File: config.mk
export PLATFORM = sky130hd
export DESIGN_NAME = eeb_slave
export DESIGN_NICKNAME = d
export VERILOG_FILES = /design/src/design/eeb_pkg.sv /design/src/design/eeb_buf.sv /design/src/design/eeb_slave.sv
export SDC_FILE = /design/constraint.sdc
export NUM_CORES = 1
export LEC_CHECK = 0
export BUFFER_PORTS_ARGS = -buffer_cell sky130_fd_sc_hd__buf_2
export CELL_PAD_IN_SITES_DETAIL_PLACEMENT = 1
export CELL_PAD_IN_SITES_GLOBAL_PLACEMENT = 2
export CORE_AREA = 2 2 191 156
export CTS_BUF_LIST = sky130_fd_sc_hd__clkbuf_8
export DETAILED_ROUTE_END_ITERATION = 10
export DIE_AREA = 0 0 193 158
export PLACE_DENSITY_LB_ADDON = 0.1
export SKIP_CTS_REPAIR_TIMING = 1
export SYNTH_ARGS = -nofsm -noshare
export SYNTH_HDL_FRONTEND = slang
export SYNTH_SLANG_ARGS = --single-unit
File: constraint.sdc
create_clock -name SYS_CLK_I -period 4.34 [get_ports SYS_CLK_I]
set_input_delay 0.651 -clock SYS_CLK_I [delete_from_list [all_inputs] [get_ports SYS_CLK_I]]
set_output_delay 0.651 -clock SYS_CLK_I [all_outputs]
set_load 0.005 [all_outputs]
File: src/design/eeb_pkg.sv
// Constants and types shared by the two-wire EEPROM slave
package eeb_pkg;
  localparam int CLK_PERIOD_NS = 10;
  localparam int T_HOLD_NS     = 300;
  localparam int HOLD_CYC      = (T_HOLD_NS + CLK_PERIOD_NS - 1) / CLK_PERIOD_NS;
  localparam int T_WR_MS       = 10;
  localparam int WR_CYC        = (T_WR_MS * 1000000) / CLK_PERIOD_NS;
  localparam int PAGE_DEPTH    = 16;
  localparam int ADDR_W        = 11;
  localparam int BUF_DEPTH     = 2;
  localparam int CTRL_CODE_POS = 7;
  localparam int CS_MSB        = 6;
  localparam int CS_LSB        = 4;
  localparam int BLK_MSB       = 3;
  localparam int BLK_LSB       = 1;
  localparam int RW_POS        = 0;
  localparam logic CTRL_CODE   = 1'b1;
  localparam logic [3:0] BITS_PER_BYTE = 4'h8;

  typedef enum logic [2:0] {
    ST_IDLE  = 3'h0,
    ST_RX    = 3'h1,
    ST_ACK   = 3'h3,
    ST_TX    = 3'h2,
    ST_TXACK = 3'h6
  } eeb_state_t;

  typedef enum logic [1:0] {
    KIND_CTRL  = 2'h0,
    KIND_WADDR = 2'h1,
    KIND_DATA  = 2'h2
  } eeb_kind_t;

  typedef struct packed {
    logic [ADDR_W-1:0] addr;
    logic [7:0]        data;
  } eeb_wr_t;
endpackage

File: src/design/eeb_buf.sv
// Two-entry valid/ready buffer between page commit and memory port
`timescale 1ns/1ns
`default_nettype none
module eeb_buf
  import eeb_pkg::*;
#(
  parameter int W = $bits(eeb_wr_t)
) (
  input  wire logic         clk_i,
  input  wire logic         rst_i,
  input  wire logic         in_valid_i,
  output logic              in_ready_o,
  input  wire logic [W-1:0] in_data_i,
  output logic              out_valid_o,
  input  wire logic         out_ready_i,
  output logic [W-1:0]      out_data_o
);
  typedef struct packed {
    logic [BUF_DEPTH-1:0][W-1:0] mem;
    logic                        wr;
    logic                        rd;
    logic [1:0]                  cnt;
  } eeb_buf_st_t;

  eeb_buf_st_t q;
  eeb_buf_st_t n;
  logic        push;
  logic        pop;

  assign in_ready_o  = (q.cnt != 2'(BUF_DEPTH));
  assign out_valid_o = (q.cnt != 2'h0);
  assign out_data_o  = q.mem[q.rd];
  assign push        = in_valid_i & in_ready_o;
  assign pop         = out_valid_o & out_ready_i;

  always_comb begin
    n = q;
    if (push) begin
      n.mem[q.wr] = in_data_i;
      n.wr        = ~q.wr;
    end
    if (pop) begin
      n.rd = ~q.rd;
    end
    n.cnt = 2'(q.cnt + {1'b0, push} - {1'b0, pop});
  end

  always_ff @(posedge clk_i) begin
    if (rst_i) begin
      q <= '0;
    end else begin
      q <= n;
    end
  end
endmodule
`default_nettype wire

File: src/design/eeb_slave.sv
// Two-wire serial EEPROM slave: framing, ack, page buffer, write cycle
// Behaviour
// - Bus is idle while data and clock are both high.
// - Data changes only while clock is low; stable during high phase.
// - Data falling while clock is high is a START.
// - Data rising while clock is high is a STOP.
// - One clock pulse per bit; bit sampled on the clock high phase.
// - Overlong write keeps only the last sixteen bytes, oldest overwritten.
// - Receiver acks each byte by holding data low through the ack pulse.
// - No acks at all while the internal write cycle runs.
// - On master no-ack the device stops sending and releases data.
// - Transmit changes wait a minimum delay after each clock fall.
// - Master makes clock and framing; device is only a slave.
// - Control byte: code bit, chip select (middle inverted), block, direction.
// - Page write increments only the four low pointer bits.
// - STOP ending a write launches the self-timed write cycle.
`timescale 1ns/1ns
`default_nettype none
module eeb_slave
  import eeb_pkg::*;
#(
  parameter int WR_CYCLES = WR_CYC
) (
  input  wire logic              SYS_CLK_I,
  input  wire logic              RESET_I,
  input  wire logic              SCL_I,
  input  wire logic              SDA_I,
  output logic                   SDA_O,
  output logic                   SDA_OE_O,
  input  wire logic              CHIP_SELECT_PIN_0_I,
  input  wire logic              CHIP_SELECT_PIN_1_I,
  input  wire logic              CHIP_SELECT_PIN_2_I,
  output logic [ADDR_W-1:0]      RD_ADDR_O,
  input  wire logic [7:0]        RD_DATA_I,
  output logic                   WR_VALID_O,
  input  wire logic              WR_READY_I,
  output eeb_wr_t                WR_DATA_O,
  output logic                   BUSY_O
);
  typedef struct packed {
    logic                       scl_m;
    logic                       scl_s;
    logic                       scl_p;
    logic                       sda_m;
    logic                       sda_s;
    logic                       sda_p;
    logic [2:0]                 cs_m;
    logic [2:0]                 cs_s;
    eeb_state_t                 st;
    eeb_kind_t                  kind;
    logic [3:0]                 bitcnt;
    logic [7:0]                 shreg;
    logic                       rw;
    logic [ADDR_W-1:0]          ptr;
    logic [PAGE_DEPTH-1:0][7:0] page;
    logic [PAGE_DEPTH-1:0]      pvalid;
    logic                       wrpend;
    logic                       busy;
    logic [19:0]                timer;
    logic                       draining;
    logic [3:0]                 drain_idx;
    logic [4:0]                 hold_cnt;
    logic                       pend_low;
    logic                       drv;
  } eeb_slave_st_t;

  eeb_slave_st_t q;
  eeb_slave_st_t n;
  logic          scl_rise;
  logic          scl_fall;
  logic          start_det;
  logic          stop_det;
  logic          push_v;
  logic          push_rdy;
  logic          ctrl_hit;
  eeb_wr_t       push_d;

  assign scl_rise  = q.scl_s & ~q.scl_p;
  assign scl_fall  = ~q.scl_s & q.scl_p;
  // Both lines high, then data falls under high clock
  assign start_det = q.scl_s & q.scl_p & q.sda_p & ~q.sda_s;
  assign stop_det  = q.scl_s & q.scl_p & ~q.sda_p & q.sda_s;

  // Address must match straps, middle select bit inverted
  assign ctrl_hit = (q.shreg[CTRL_CODE_POS] == CTRL_CODE)
                  & (q.shreg[CS_MSB:CS_LSB] == {q.cs_s[2], ~q.cs_s[1], q.cs_s[0]});

  assign push_v      = q.draining & q.pvalid[q.drain_idx];
  assign push_d.addr = {q.ptr[ADDR_W-1:4], q.drain_idx};
  assign push_d.data = q.page[q.drain_idx];

  always_comb begin
    n = q;
    n.scl_m = SCL_I;
    n.scl_s = q.scl_m;
    n.scl_p = q.scl_s;
    n.sda_m = SDA_I;
    n.sda_s = q.sda_m;
    n.sda_p = q.sda_s;
    n.cs_m  = {CHIP_SELECT_PIN_2_I, CHIP_SELECT_PIN_1_I, CHIP_SELECT_PIN_0_I};
    n.cs_s  = q.cs_m;

    // Output hold after each clock fall keeps clear of the slow edge
    if (scl_fall) begin
      n.hold_cnt = 5'(HOLD_CYC);
    end else if (q.hold_cnt != 5'h0) begin
      n.hold_cnt = 5'(q.hold_cnt - 5'h1);
    end
    if (q.hold_cnt == 5'h1) begin
      n.drv = q.pend_low;
    end

    case (q.st)
      ST_RX: begin
        if (scl_rise) begin
          n.shreg  = {q.shreg[6:0], q.sda_s};
          n.bitcnt = 4'(q.bitcnt + 4'h1);
        end
        if (scl_fall && q.bitcnt == BITS_PER_BYTE) begin
          n.bitcnt   = 4'h0;
          n.st       = ST_IDLE;
          n.pend_low = 1'b0;
          case (q.kind)
            KIND_CTRL: begin
              if (ctrl_hit && !q.busy) begin
                n.rw                      = q.shreg[RW_POS];
                n.ptr[ADDR_W-1:8]         = q.shreg[BLK_MSB:BLK_LSB];
                n.kind                    = KIND_WADDR;
                n.st                      = ST_ACK;
                n.pend_low                = 1'b1;
                if (!q.shreg[RW_POS]) begin
                  n.pvalid = '0;
                  n.wrpend = 1'b0;
                end
              end
            end
            KIND_WADDR: begin
              n.ptr[7:0] = q.shreg;
              n.kind     = KIND_DATA;
              n.st       = ST_ACK;
              n.pend_low = 1'b1;
            end
            KIND_DATA: begin
              // Pointer wraps in the page, so the oldest entry is overwritten
              n.page[q.ptr[3:0]]   = q.shreg;
              n.pvalid[q.ptr[3:0]] = 1'b1;
              n.wrpend             = 1'b1;
              n.ptr[3:0]           = 4'(q.ptr[3:0] + 4'h1);
              n.st                 = ST_ACK;
              n.pend_low           = 1'b1;
            end
            default: begin
              n.st = ST_IDLE;
            end
          endcase
        end
      end
      ST_ACK: begin
        // Ack is held through the extra pulse; a hold delay after its fall a write releases data, a read drives its first bit
        if (scl_fall) begin
          if (q.rw) begin
            n.st       = ST_TX;
            n.shreg    = RD_DATA_I;
            n.pend_low = ~RD_DATA_I[7];
          end else begin
            n.st       = ST_RX;
            n.pend_low = 1'b0;
          end
        end
      end
      ST_TX: begin
        if (scl_rise) begin
          n.bitcnt = 4'(q.bitcnt + 4'h1);
        end
        if (scl_fall) begin
          if (q.bitcnt == BITS_PER_BYTE) begin
            n.st       = ST_TXACK;
            n.bitcnt   = 4'h0;
            n.pend_low = 1'b0;
            n.ptr      = 11'(q.ptr + 11'h1);
          end else begin
            n.shreg    = {q.shreg[6:0], 1'b0};
            n.pend_low = ~q.shreg[6];
          end
        end
      end
      ST_TXACK: begin
        if (scl_rise && q.sda_s) begin
          n.st = ST_IDLE;
        end else if (scl_fall) begin
          n.st       = ST_TX;
          n.shreg    = RD_DATA_I;
          n.pend_low = ~RD_DATA_I[7];
        end
      end
      ST_IDLE: begin
        n.pend_low = 1'b0;
      end
      default: begin
        n.st = ST_IDLE;
      end
    endcase

    // Framing overrides any byte in progress
    if (start_det) begin
      n.st       = ST_RX;
      n.kind     = KIND_CTRL;
      n.bitcnt   = 4'h0;
      n.pend_low = 1'b0;
      n.drv      = 1'b0;
    end else if (stop_det) begin
      n.st       = ST_IDLE;
      n.pend_low = 1'b0;
      n.drv      = 1'b0;
      if (q.wrpend && !q.busy) begin
        n.busy      = 1'b1;
        n.timer     = 20'(WR_CYCLES);
        n.draining  = 1'b1;
        n.drain_idx = 4'h0;
        n.wrpend    = 1'b0;
      end
    end

    // Hand the page to the memory port, stalling on back-pressure
    if (q.draining && (!push_v || push_rdy)) begin
      n.drain_idx = 4'(q.drain_idx + 4'h1);
      if (q.drain_idx == 4'(PAGE_DEPTH - 1)) begin
        n.draining = 1'b0;
      end
    end
    if (q.busy) begin
      if (q.timer != 20'h0) begin
        n.timer = 20'(q.timer - 20'h1);
      end else if (!q.draining && !WR_VALID_O) begin // Busy until the port took every entry
        n.busy = 1'b0;
      end
    end
  end

  always_ff @(posedge SYS_CLK_I) begin
    if (RESET_I) begin
      q <= '0;
    end else begin
      q <= n;
    end
  end
  eeb_buf #(
    .W ($bits(eeb_wr_t))
  ) u_buf (
    .clk_i       (SYS_CLK_I),
    .rst_i       (RESET_I),
    .in_valid_i  (push_v),
    .in_ready_o  (push_rdy),
    .in_data_i   (push_d),
    .out_valid_o (WR_VALID_O),
    .out_ready_i (WR_READY_I),
    .out_data_o  (WR_DATA_O)
  );
  // Open drain: only ever pull low; the master owns the clock
  assign SDA_O     = 1'b0;
  assign SDA_OE_O  = q.drv;
  assign RD_ADDR_O = q.ptr;
  assign BUSY_O    = q.busy;
endmodule
`default_nettype wire

==> results of run 1 <==
## path summary, 6_finish.rpt
kind,start,to,depth (start not counted)
min,CHIP_SELECT_PIN_1_I,n[208],2
max reg2reg,push_d[8],u_buf.q[12],8
min reg2reg,n[209],q[209],1
max,push_d[8],u_buf.q[12],8
## state kept, by name, summed over array words and instances (netlist names)
signal and flops:
BUSY_O 1, q 195, SDA_OE_O 1, n 7
RD_ADDR_O 11, u_buf.q 42, push_d 4
## logic make-up after synthesis
| group | Yosys count | synth area share [%] |
|---|---|---|
| AO/OA/AOI/OAI | 328 | 15.63 |
| XOR/XNOR | 18 | 1.303 |
| adder cells (fa/ha/maj) | 16 | 1.655 |
| buffers and inverters | 147 | 5.203 |
| flip-flops | 261 | 43.20 |
| multiplexers | 90 | 12.03 |
| other | 1 | 0.03100 |
| AND/OR/NAND/NOR | 539 | 20.95 |
## through the flow
stage	power (W)	setup slack, ns
global placement	0.002707	1.078
global route	0.005091	0.7578
finish	0.004892	1.084
floorplan	0.002652	1.942
detailed placement	0.002710	1.034
CTS	0.004957	0.9981
## cells in the mapped netlist, types with 3 or more instances
| library cell | instances | share of area [%] |
|---|---|---|
| xnor2_1 | 11 | 0.80 |
| a311oi_1 | 8 | 0.58 |
| a211oi_1 | 10 | 0.62 |
| o21ai_0 | 45 | 1.9 |
| a21o_1 | 4 | 0.25 |
| buf_1 | 7 | 0.22 |
| mux4_2 | 42 | 7.8 |
| nand3b_1 | 3 | 0.19 |
| ha_1 | 16 | 1.7 |
| nand2_1 | 193 | 6.0 |
| nor2b_1 | 27 | 1.4 |
| a221oi_1 | 10 | 0.72 |
| o21ai_1 | 4 | 0.17 |
| o31ai_1 | 4 | 0.25 |
| inv_1 | 19 | 0.59 |
| nor3_1 | 15 | 0.62 |
| nand2b_1 | 9 | 0.47 |
| o211ai_1 | 3 | 0.19 |
| a21oi_1 | 195 | 8.1 |
| o22ai_1 | 4 | 0.21 |
| nand3_1 | 138 | 5.7 |
| nand4_1 | 5 | 0.26 |
| xor2_1 | 7 | 0.51 |
| or3b_2 | 3 | 0.22 |
| nor4_1 | 6 | 0.31 |
| dfxtp_1 | 261 | 43 |
| clkbuf_1 | 97 | 3.0 |
| mux2i_1 | 25 | 2.1 |
| or3_1 | 10 | 0.52 |
| buf_2 | 7 | 0.29 |
| buf_4 | 14 | 0.87 |
| nor3b_1 | 5 | 0.31 |
| or2_2 | 5 | 0.26 |
| nor2_1 | 96 | 3.0 |
| o21a_1 | 11 | 0.68 |
| mux2_2 | 22 | 2.0 |
| a31oi_1 | 12 | 0.62 |
| and2_1 | 4 | 0.21 |
| or4_1 | 4 | 0.25 |
## cells in the final DEF, fill, tap and decap left out, drive strengths merged, types with 6 or more instances in the layout
| cell | count |
|---|---|
| a211oi | 11 |
| a21oi | 195 |
| a221oi | 10 |
| a311oi | 8 |
| a31oi | 12 |
| buf | 80 |
| clkbuf | 59 |
| dfxtp | 261 |
| ha | 16 |
| inv | 36 |
| mux2 | 23 |
| mux2i | 25 |
| mux4 | 42 |
| nand2 | 193 |
| nand2b | 10 |
| nand3 | 138 |
| nor2 | 96 |
| nor2b | 27 |
| nor3 | 16 |
| nor3b | 6 |
| nor4 | 7 |
| o21a | 11 |
| o21ai | 49 |
| or3 | 13 |
| or4 | 6 |
| xnor2 | 11 |
| xor2 | 7 |
## power groups by stage
stage	clock network, W	registers, W	logic [W]
after floorplan	0	0.00249	0.000161
after global placement	0	0.00251	0.000195
after detailed placement	0	0.00251	0.000198
after CTS	0.00230	0.00246	0.000199
after global routing	0.00240	0.00246	0.000225
final	0.00224	0.00246	0.000195
## critical path: stages, from the launching register on
cell and delay [ns]:
dfxtp_2 0.43, buf_4 0.43, mux2i_1 0.23, a22o_1 0.19
o22a_1 0.66, or3_1 0.53, buf_4 0.34, mux2i_1 0.22
nor2_1 0.05
## final cells by class
cell class | instances | area share, %
Clock buffer | 59 | 6.046
Clock inverter | 20 | 0.6056
Sequential cell | 261 | 38.92
Multi-Input combinational cell | 992 | 46.55
Tap cell | 377 | 3.512
Inverter | 19 | 0.5310
Antenna cell | 1 | 0.01863
Timing Repair Buffer | 80 | 3.810
## per-layer routing
metal  share of wire, %  track usage [%]  up-vias
li1                   -                -     4964
met1                 50            36.98     5159
met2                 42            37.07      258
met3                6.3            5.520       40
met4                1.1            4.690        0
met5                  0                0        -
==> impl_metrics.csv, run 1 <==
group,metric,value,unit
run_status,status,"finished, final reports clean",
yosys,synth_area,12100,um2
job,cap_violations,0,
timing,min_period,3.257,ns
cells_and_area,syn_to_final_growth,11.04,%
timing,finClkSkew,0.02400,ns
detailed_routing,via_per_inst,5.761,
cells_and_area,post-route-util,46.75,%
clock_tree,insertion_delay,0.57,ns
power_and_ir_drop,switching_share,24.06,%
floorplan,boundaryPins,50,
clock_tree,cts_sinks,261,
yosys,syn_avg_cell_area,8.640,um2
yosys,ys_ff_latch,261,
cells_and_area,design_area,13430,um2
power_and_ir_drop,clockPowerShare,45.7,%
detailed_routing,vias,10420,
global_route,grt_pass1_wl,59060,um
floorplan,dieArea,30490,um2
timing,holdWs,0.3096,ns
global_route,antenna_found_initial,2,
cells_and_area,area.sequential,5228,um2
floorplan,die_w,193,um
critical_path,r2r_slack,1.08,ns
placement,numPortBuffers,48,
yosys,netlist-cell-type-count,73,
power_and_ir_drop,ir_drop,0.2198,mV
floorplan,initial_core_util,42.10,%
timing,finalSetupViolations,0,
power_and_ir_drop,comb_power_share,4.0,%
power_and_ir_drop,seqPwrFrac,50.3,%
detailed_routing,ant_nets,0,
power_and_ir_drop,power.switching,0.001177,W
power_and_ir_drop,power_density,364.2,nW/um2
timing,rsz0062_at_grt,"false",
critical_path,critical_path_required,4.75,ns
yosys,synthCells,1400,
yosys,synthFlopType,"dfxtp_1",
clock_tree,root_buffer,"clkbuf_8",
timing,hold_viol,0,
clock_tree,cts_buffer_depth,3,
detailed_routing,firstDrtPassIters,5,
global_route,grt_pass1_vias,10280,
cells_and_area,n_fill_cell,3366,
clock_tree,htree_num_levels,2,
hold_path,min_path_type,"primary input to register",
power_and_ir_drop,p_leak,4.743,nW
power_and_ir_drop,p_int,0.003715,W
floorplan,rows,56,
yosys,seq_area_frac_synth,43.20,%
global_route,grt_max_degree,104,
timing,maxSlewHeadroom,27.64,%
cells_and_area,instances_no_fill,1809,
placement,dp_hpwl,24500,um
detailed_routing,drt_wl_total,37510,um
placement,dp_cells,1729,
critical_path,cp-end-kind,"register",
floorplan,coreArea,28730,um2
placement,routabilityCongestion,0.8232,
cells_and_area,drive_above_1_share,16.28,%
timing,min_period_over_period,75.03,%
timing,fin_tns_setup,0,ns
detailed_routing,drt_iter0_markers,814,
yosys,synth_edf_count,0,
cells_and_area,fin_nets,1432,
yosys,async_reset_ff_share,0,%
placement,placed_cell_area,12530,um2
critical_path,path_max_fanout,25,
critical_path,cp_data_arrival_time,3.67,ns
timing,finalMaxSlewViolations,0,
cells_and_area,multi_input_area,6252,um2
detailed_routing,drc_errors,0,
global_route,overflow,0,
detailed_routing,wl_per_cell,20.73,um
global_route,grt_use_total,24.90,%
critical_path,cp-start-kind,"register",
yosys,yosys_warnings,0,
clock_tree,cts_tree,"built",
floorplan,fp.dieH,158,um
timing,worstMarginPinSlew,1.084,ns
clock_tree,cts_made_buffers,46,
timing,clock.fmax,307.1,MHz
critical_path,crit_type,"register to register",
yosys,syn_nets,1432,
clock_tree,clkTransAtPathRegs,0.06,ns
(Power assumes the default switching activity.)
==> run 2, diff against run 1 <==
--- a/config.mk
+++ b/config.mk
@@ -8,10 +8,10 @@
 export BUFFER_PORTS_ARGS = -buffer_cell sky130_fd_sc_hd__buf_2
 export CELL_PAD_IN_SITES_DETAIL_PLACEMENT = 1
 export CELL_PAD_IN_SITES_GLOBAL_PLACEMENT = 2
-export CORE_AREA = 2 2 191 156
+export CORE_AREA = 2 2 198 161
 export CTS_BUF_LIST = sky130_fd_sc_hd__clkbuf_8
 export DETAILED_ROUTE_END_ITERATION = 10
-export DIE_AREA = 0 0 193 158
+export DIE_AREA = 0 0 200 163
 export PLACE_DENSITY_LB_ADDON = 0.1
 export SKIP_CTS_REPAIR_TIMING = 1
 export SYNTH_ARGS = -nofsm -noshare
==> constraint.sdc (replaced) <==
create_clock -name SYS_CLK_I -period 3.2 [get_ports SYS_CLK_I]
set_input_delay 0.48 -clock SYS_CLK_I [delete_from_list [all_inputs] [get_ports SYS_CLK_I]]
set_output_delay 0.48 -clock SYS_CLK_I [all_outputs]
set_load 0.005 [all_outputs]
==> impl_metrics.csv, run 2 (synthesis gave the netlist of run 1 again) <==
group,metric,value,unit
global_route,grt_pass1_vias,10300,
placement,numPortBuffers,48,
critical_path,reg2reg_from,"q[12]",
detailed_routing,ant_nets,0,
critical_path,path_max_fanout,10,
timing,finalSetupViolations,0,
timing,fin_tns_setup,0,ns
clock_tree,insertion_delay,0.59,ns
global_route,grt_use_total,23.69,%
cells_and_area,layout_common_cells,"dfxtp_1, a21oi_1, nand2_1, nand3_1, nor2_1",
floorplan,rows,58,
critical_path,reg2regPathDepth,9,
job,cap_violations,0,
placement,dp_hpwl,25040,um
critical_path,crit_type,"register to register",
cells_and_area,multi_input_area,6252,um2
detailed_routing,drc_errors,0,
cells_and_area,area.sequential,5228,um2
critical_path,cp-start-kind,"register",
clock_tree,root_buffer,"clkbuf_8",
critical_path,critical_path_required,3.69,ns
detailed_routing,drt_iter0_markers,633,
timing,clock.fmax,356.3,MHz
placement,pre_cts_ws,0.4191,ns
detailed_routing,via_per_inst,5.546,
timing,finalMaxSlewViolations,0,
cells_and_area,antennaDiodeCount,0,
critical_path,worst_r2r_endpoint,"q[22]",
hold_path,hold_start,"CHIP_SELECT_PIN_1_I",
floorplan,die_w,200,um
cells_and_area,fin_nets,1454,
timing,maxSlewHeadroom,21.48,%
global_route,grt_max_degree,94,
power_and_ir_drop,p_leak,4.857,nW
timing,holdWs,0.1083,ns
timing,worst_slack,0.3934,ns
power_and_ir_drop,ir_drop,0.2474,mV
clock_tree,cts_buffer_depth,3,
timing,finClkSkew,0.02345,ns
timing,min_period_over_period,87.71,%
cells_and_area,mostFrequentLayoutCell,"dfxtp_1",
hold_path,min_path_type,"primary input to register",
clock_tree,htree_num_levels,2,
run_status,status,"finished, final reports clean",
placement,routabilityCongestion,0.7850,
global_route,antenna_found_initial,1,
timing,hold_viol,0,
detailed_routing,drt_wl_total,37880,um
clock_tree,cts_tree,"built",
floorplan,initial_core_util,39.22,%
power_and_ir_drop,power_density,485.1,nW/um2
critical_path,cp_data_arrival_time,3.30,ns
hold_path,holdPathStages,2,
critical_path,cp-end-kind,"register",
clock_tree,clkTransAtPathRegs,0.06,ns
timing,min_period,2.807,ns
global_route,grt_pass1_wl,59730,um
detailed_routing,vias,10390,
cells_and_area,syn_to_final_growth,12.67,%
cells_and_area,n_fill_cell,3634,
cells_and_area,top_register,"q",
floorplan,boundaryPins,50,
floorplan,fp.dieH,163,um
floorplan,dieArea,32600,um2
clock_tree,cts_sinks,261,
floorplan,coreArea,30840,um2
timing,worstMarginPinSlew,1.159,ns
detailed_routing,firstDrtPassIters,4,
hold_path,worst_hold_path.endpoint,"n[208]",
timing,rsz0062_at_grt,"false",
critical_path,r2r_slack,0.39,ns
clock_tree,cts_made_buffers,46,
cells_and_area,largest_register_ffs,195,
global_route,overflow,0,
detailed_routing,wl_per_cell,20.21,um
cells_and_area,drive_above_1_share,17.47,%
==> run 2: area by class of cell <==
type,count,share of cell area [%]
Inverter,19,0.5233
Tap cell,420,3.856
Clock buffer,56,5.656
Clock inverter,24,0.7620
Multi-Input combinational cell,992,45.88
Timing Repair Buffer,102,4.967
Sequential cell,261,38.36
==> run 2: per-stage QoR <==
step           instance area [um2]  total power [W]  utilization (%)  instances
4_1_cts                      13630         0.006708            44.19       1874
2_1_floorplan                12100         0.003597                -       1400
3_5_place_dp                 12750         0.003680            41.35       1794
5_1_grt                      13630         0.006906            44.19       1874
6_report                     13630         0.006611            44.19       1874
3_3_place_gp                 12750         0.003676            41.35       1794
==> run 2: how the worst max path moves through the flow <==
stage,start,endpoint,depth (start not counted)
3_5_place_dp,q[12],q[22],9
4_1_cts,q[12],q[22],9
6_report,q[12],q[22],9
2_1_floorplan,push_d[8],u_buf.q[4],7
3_3_place_gp,q[198],q[92],8
5_1_grt,q[198],q[88],8
==> run 2: worst max-delay path, stage by stage (launching register included) <==
cell and delay, ns:
dfxtp_1 0.34, inv_1 0.07, ha_1 0.16, or3b_1 0.40, or4_1 0.58, o31ai_4 0.48
buf_4 0.26, and2_2 0.22, o21ai_1 0.09, a21oi_1 0.13
==> run 2: power breakdown <==
group          switching, W  internal (W)  leakage [nW]
Clock               0.00143       0.00158         0.525
Sequential        0.0000314       0.00329          2.11
Combinational      0.000170      0.000117          2.23
==> run 2: routing by layer <==
| metal | global-route usage (%) | up-vias | share of wire, % |
|---|---|---|---|
| met3 | 5.156 | 45 | 5.1 |
| met2 | 33.95 | 177 | 41 |
| li1 | - | 5002 | - |
| met5 | 0 | - | 0 |
| met4 | 5.320 | 0 | 1.4 |
| met1 | 35.97 | 5170 | 52 |
==> run 3, diff against run 2 <==
--- a/config.mk
+++ b/config.mk
@@ -6,13 +6,11 @@
 export NUM_CORES = 1
 export LEC_CHECK = 0
 export BUFFER_PORTS_ARGS = -buffer_cell sky130_fd_sc_hd__buf_2
-export CELL_PAD_IN_SITES_DETAIL_PLACEMENT = 1
-export CELL_PAD_IN_SITES_GLOBAL_PLACEMENT = 2
-export CORE_AREA = 2 2 198 161
+export CORE_AREA = 2 2 177 145
 export CTS_BUF_LIST = sky130_fd_sc_hd__clkbuf_8
 export DETAILED_ROUTE_END_ITERATION = 10
-export DIE_AREA = 0 0 200 163
-export PLACE_DENSITY_LB_ADDON = 0.1
+export DIE_AREA = 0 0 179 147
+export PLACE_DENSITY = 0.66
 export SKIP_CTS_REPAIR_TIMING = 1
 export SYNTH_ARGS = -nofsm -noshare
 export SYNTH_HDL_FRONTEND = slang
==> impl_metrics.csv, run 3 (synthesis gave the netlist of run 1 again) <==
group,metric,value,unit
timing,worst_slack,0.5517,ns
floorplan,fp.dieH,147,um
clock_tree,cts_sinks,261,
timing,min_period,2.648,ns
cells_and_area,largest_register_ffs,195,
detailed_routing,wl_met2,13490,um
timing,rsz0062_at_grt,"false",
detailed_routing,firstDrtPassIters,6,
timing,worstMarginPinSlew,1.076,ns
global_route,antenna_found_initial,0,
global_route,grt_max_degree,85,
detailed_routing,drt-met1-wl,15350,um
cells_and_area,drive_above_1_share,16.90,%
cells_and_area,design_area,13430,um2
timing,hold_viol,0,
placement,numPortBuffers,48,
timing,finalSetupViolations,0,
detailed_routing,vias,10290,
detailed_routing,drt_iter0_markers,1015,
placement,pre_cts_ws,0.5792,ns
detailed_routing,via_per_inst,5.839,
cells_and_area,post-route-util,54.46,%
critical_path,cp-end-kind,"register",
cells_and_area,mostFrequentLayoutCell,"dfxtp_1",
floorplan,initial_core_util,49.05,%
cells_and_area,layout_common_cells,"dfxtp_1, a21oi_1, nand2_1, nand3_1, nor2_1",
placement,placed_cell_area,12580,um2
timing,clock.fmax,377.6,MHz
global_route,grt_pass1_wl,51270,um
clock_tree,clkTransAtPathRegs,0.06,ns
cells_and_area,syn_to_final_growth,11.02,%
cells_and_area,fin_nets,1441,
power_and_ir_drop,ir_drop,0.2800,mV
detailed_routing,routed.top_layer,"met4",
timing,holdWs,0.1608,ns
critical_path,crit_type,"register to register",
job,cap_violations,0,
detailed_routing,drt_wl_total,31860,um
critical_path,critical_path_required,3.58,ns
clock_tree,cts_buffer_depth,3,
timing,finalMaxSlewViolations,0,
global_route,grt_pass1_vias,9446,
cells_and_area,antennaDiodeCount,0,
power_and_ir_drop,p_leak,4.780,nW
floorplan,dieArea,26310,um2
power_and_ir_drop,power_density,482.1,nW/um2
timing,min_period_over_period,82.76,%
placement,routabilityCongestion,0.8614,
global_route,grt_use_total,24.39,%
hold_path,min_path_type,"primary input to register",
detailed_routing,drc_errors,0,
floorplan,die_w,179,um
global_route,overflow,0,
floorplan,rows,52,
clock_tree,cts_tree,"built",
run_status,status,"finished, final reports clean",
cells_and_area,top_register,"q",
timing,fin_tns_setup,0,ns
clock_tree,cts_made_buffers,42,
detailed_routing,wl_met3,2518,um
clock_tree,root_buffer,"clkbuf_8",
detailed_routing,ant_nets,0,
critical_path,cp_data_arrival_time,3.02,ns
floorplan,boundaryPins,50,
clock_tree,htree_num_levels,2,
detailed_routing,wl_per_cell,18.08,um
critical_path,cp-start-kind,"register",
timing,maxSlewHeadroom,27.15,%
timing,finClkSkew,0.01515,ns
critical_path,path_max_fanout,9,
placement,dp_hpwl,20610,um
clock_tree,insertion_delay,0.53,ns
floorplan,coreArea,24660,um2
## run 3: changes by cell type in the layout (fill, tap and decap cells not counted)
cell / previous run / this run
buf_4: 52 / 42
clkinv_2: 3 / 1
inv_1: 38 / 33
inv_6: 2 / 0
buf_12: 2 / 3
clkinvlp_4: 0 / 1
clkbuf_8: 56 / 57
## run 3: cell type report
cell class / count / area [um2]
fill: 2287 / 11230
clock buffer: 57 / 784.5
timing repair buffer: 93 / 621.8
clock inverter: 16 / 65.06
multi-input combinational: 992 / 6252
tap: 324 / 405.4
sequential: 261 / 5228
inverter: 19 / 71.32
## run 3: layer usage
layer	global-route usage [%]	vias up
met3	6.004	41
li1	-	4977
met4	6.301	0
met2	34.08	334
met1	37.30	4937
met5	0	-
## run 3: metrics by stage
stage,total power [W],instances
3_3_place_gp,0.003664,1689
2_1_floorplan,0.003597,1400
4_1_cts,0.006534,1762
6_report,0.006474,1762
5_1_grt,0.006715,1762
3_5_place_dp,0.003668,1689
## run 3: path summary, 6_finish.rpt
check	slack [ns]	depth (start not counted)	start	endpoint
worst min-delay path	0.16	2	CHIP_SELECT_PIN_2_I	n[209]
worst max-delay path	0.55	9	q[12]	q[31]
worst min register to register	0.44	1	n[214]	n[213]
worst max register to register	0.55	9	q[12]	q[31]
## run 3: power by group
group	internal, W	switching (W)	total [W]
Clock	0.00158	0.00130	0.00287
Combinational	0.000117	0.000160	0.000277
Sequential	0.00329	0.0000364	0.00332
Total	0.00498	0.00150	0.00647
## run 3: worst max-delay path: stages, from the launching register on
cell,delay (ns)
dfxtp_1,0.35
inv_1,0.07
ha_1,0.15
or3b_1,0.40
or4_1,0.57
o31ai_4,0.30
buf_4,0.20
nand2_1,0.17
a21oi_1,0.22
a311oi_1,0.07
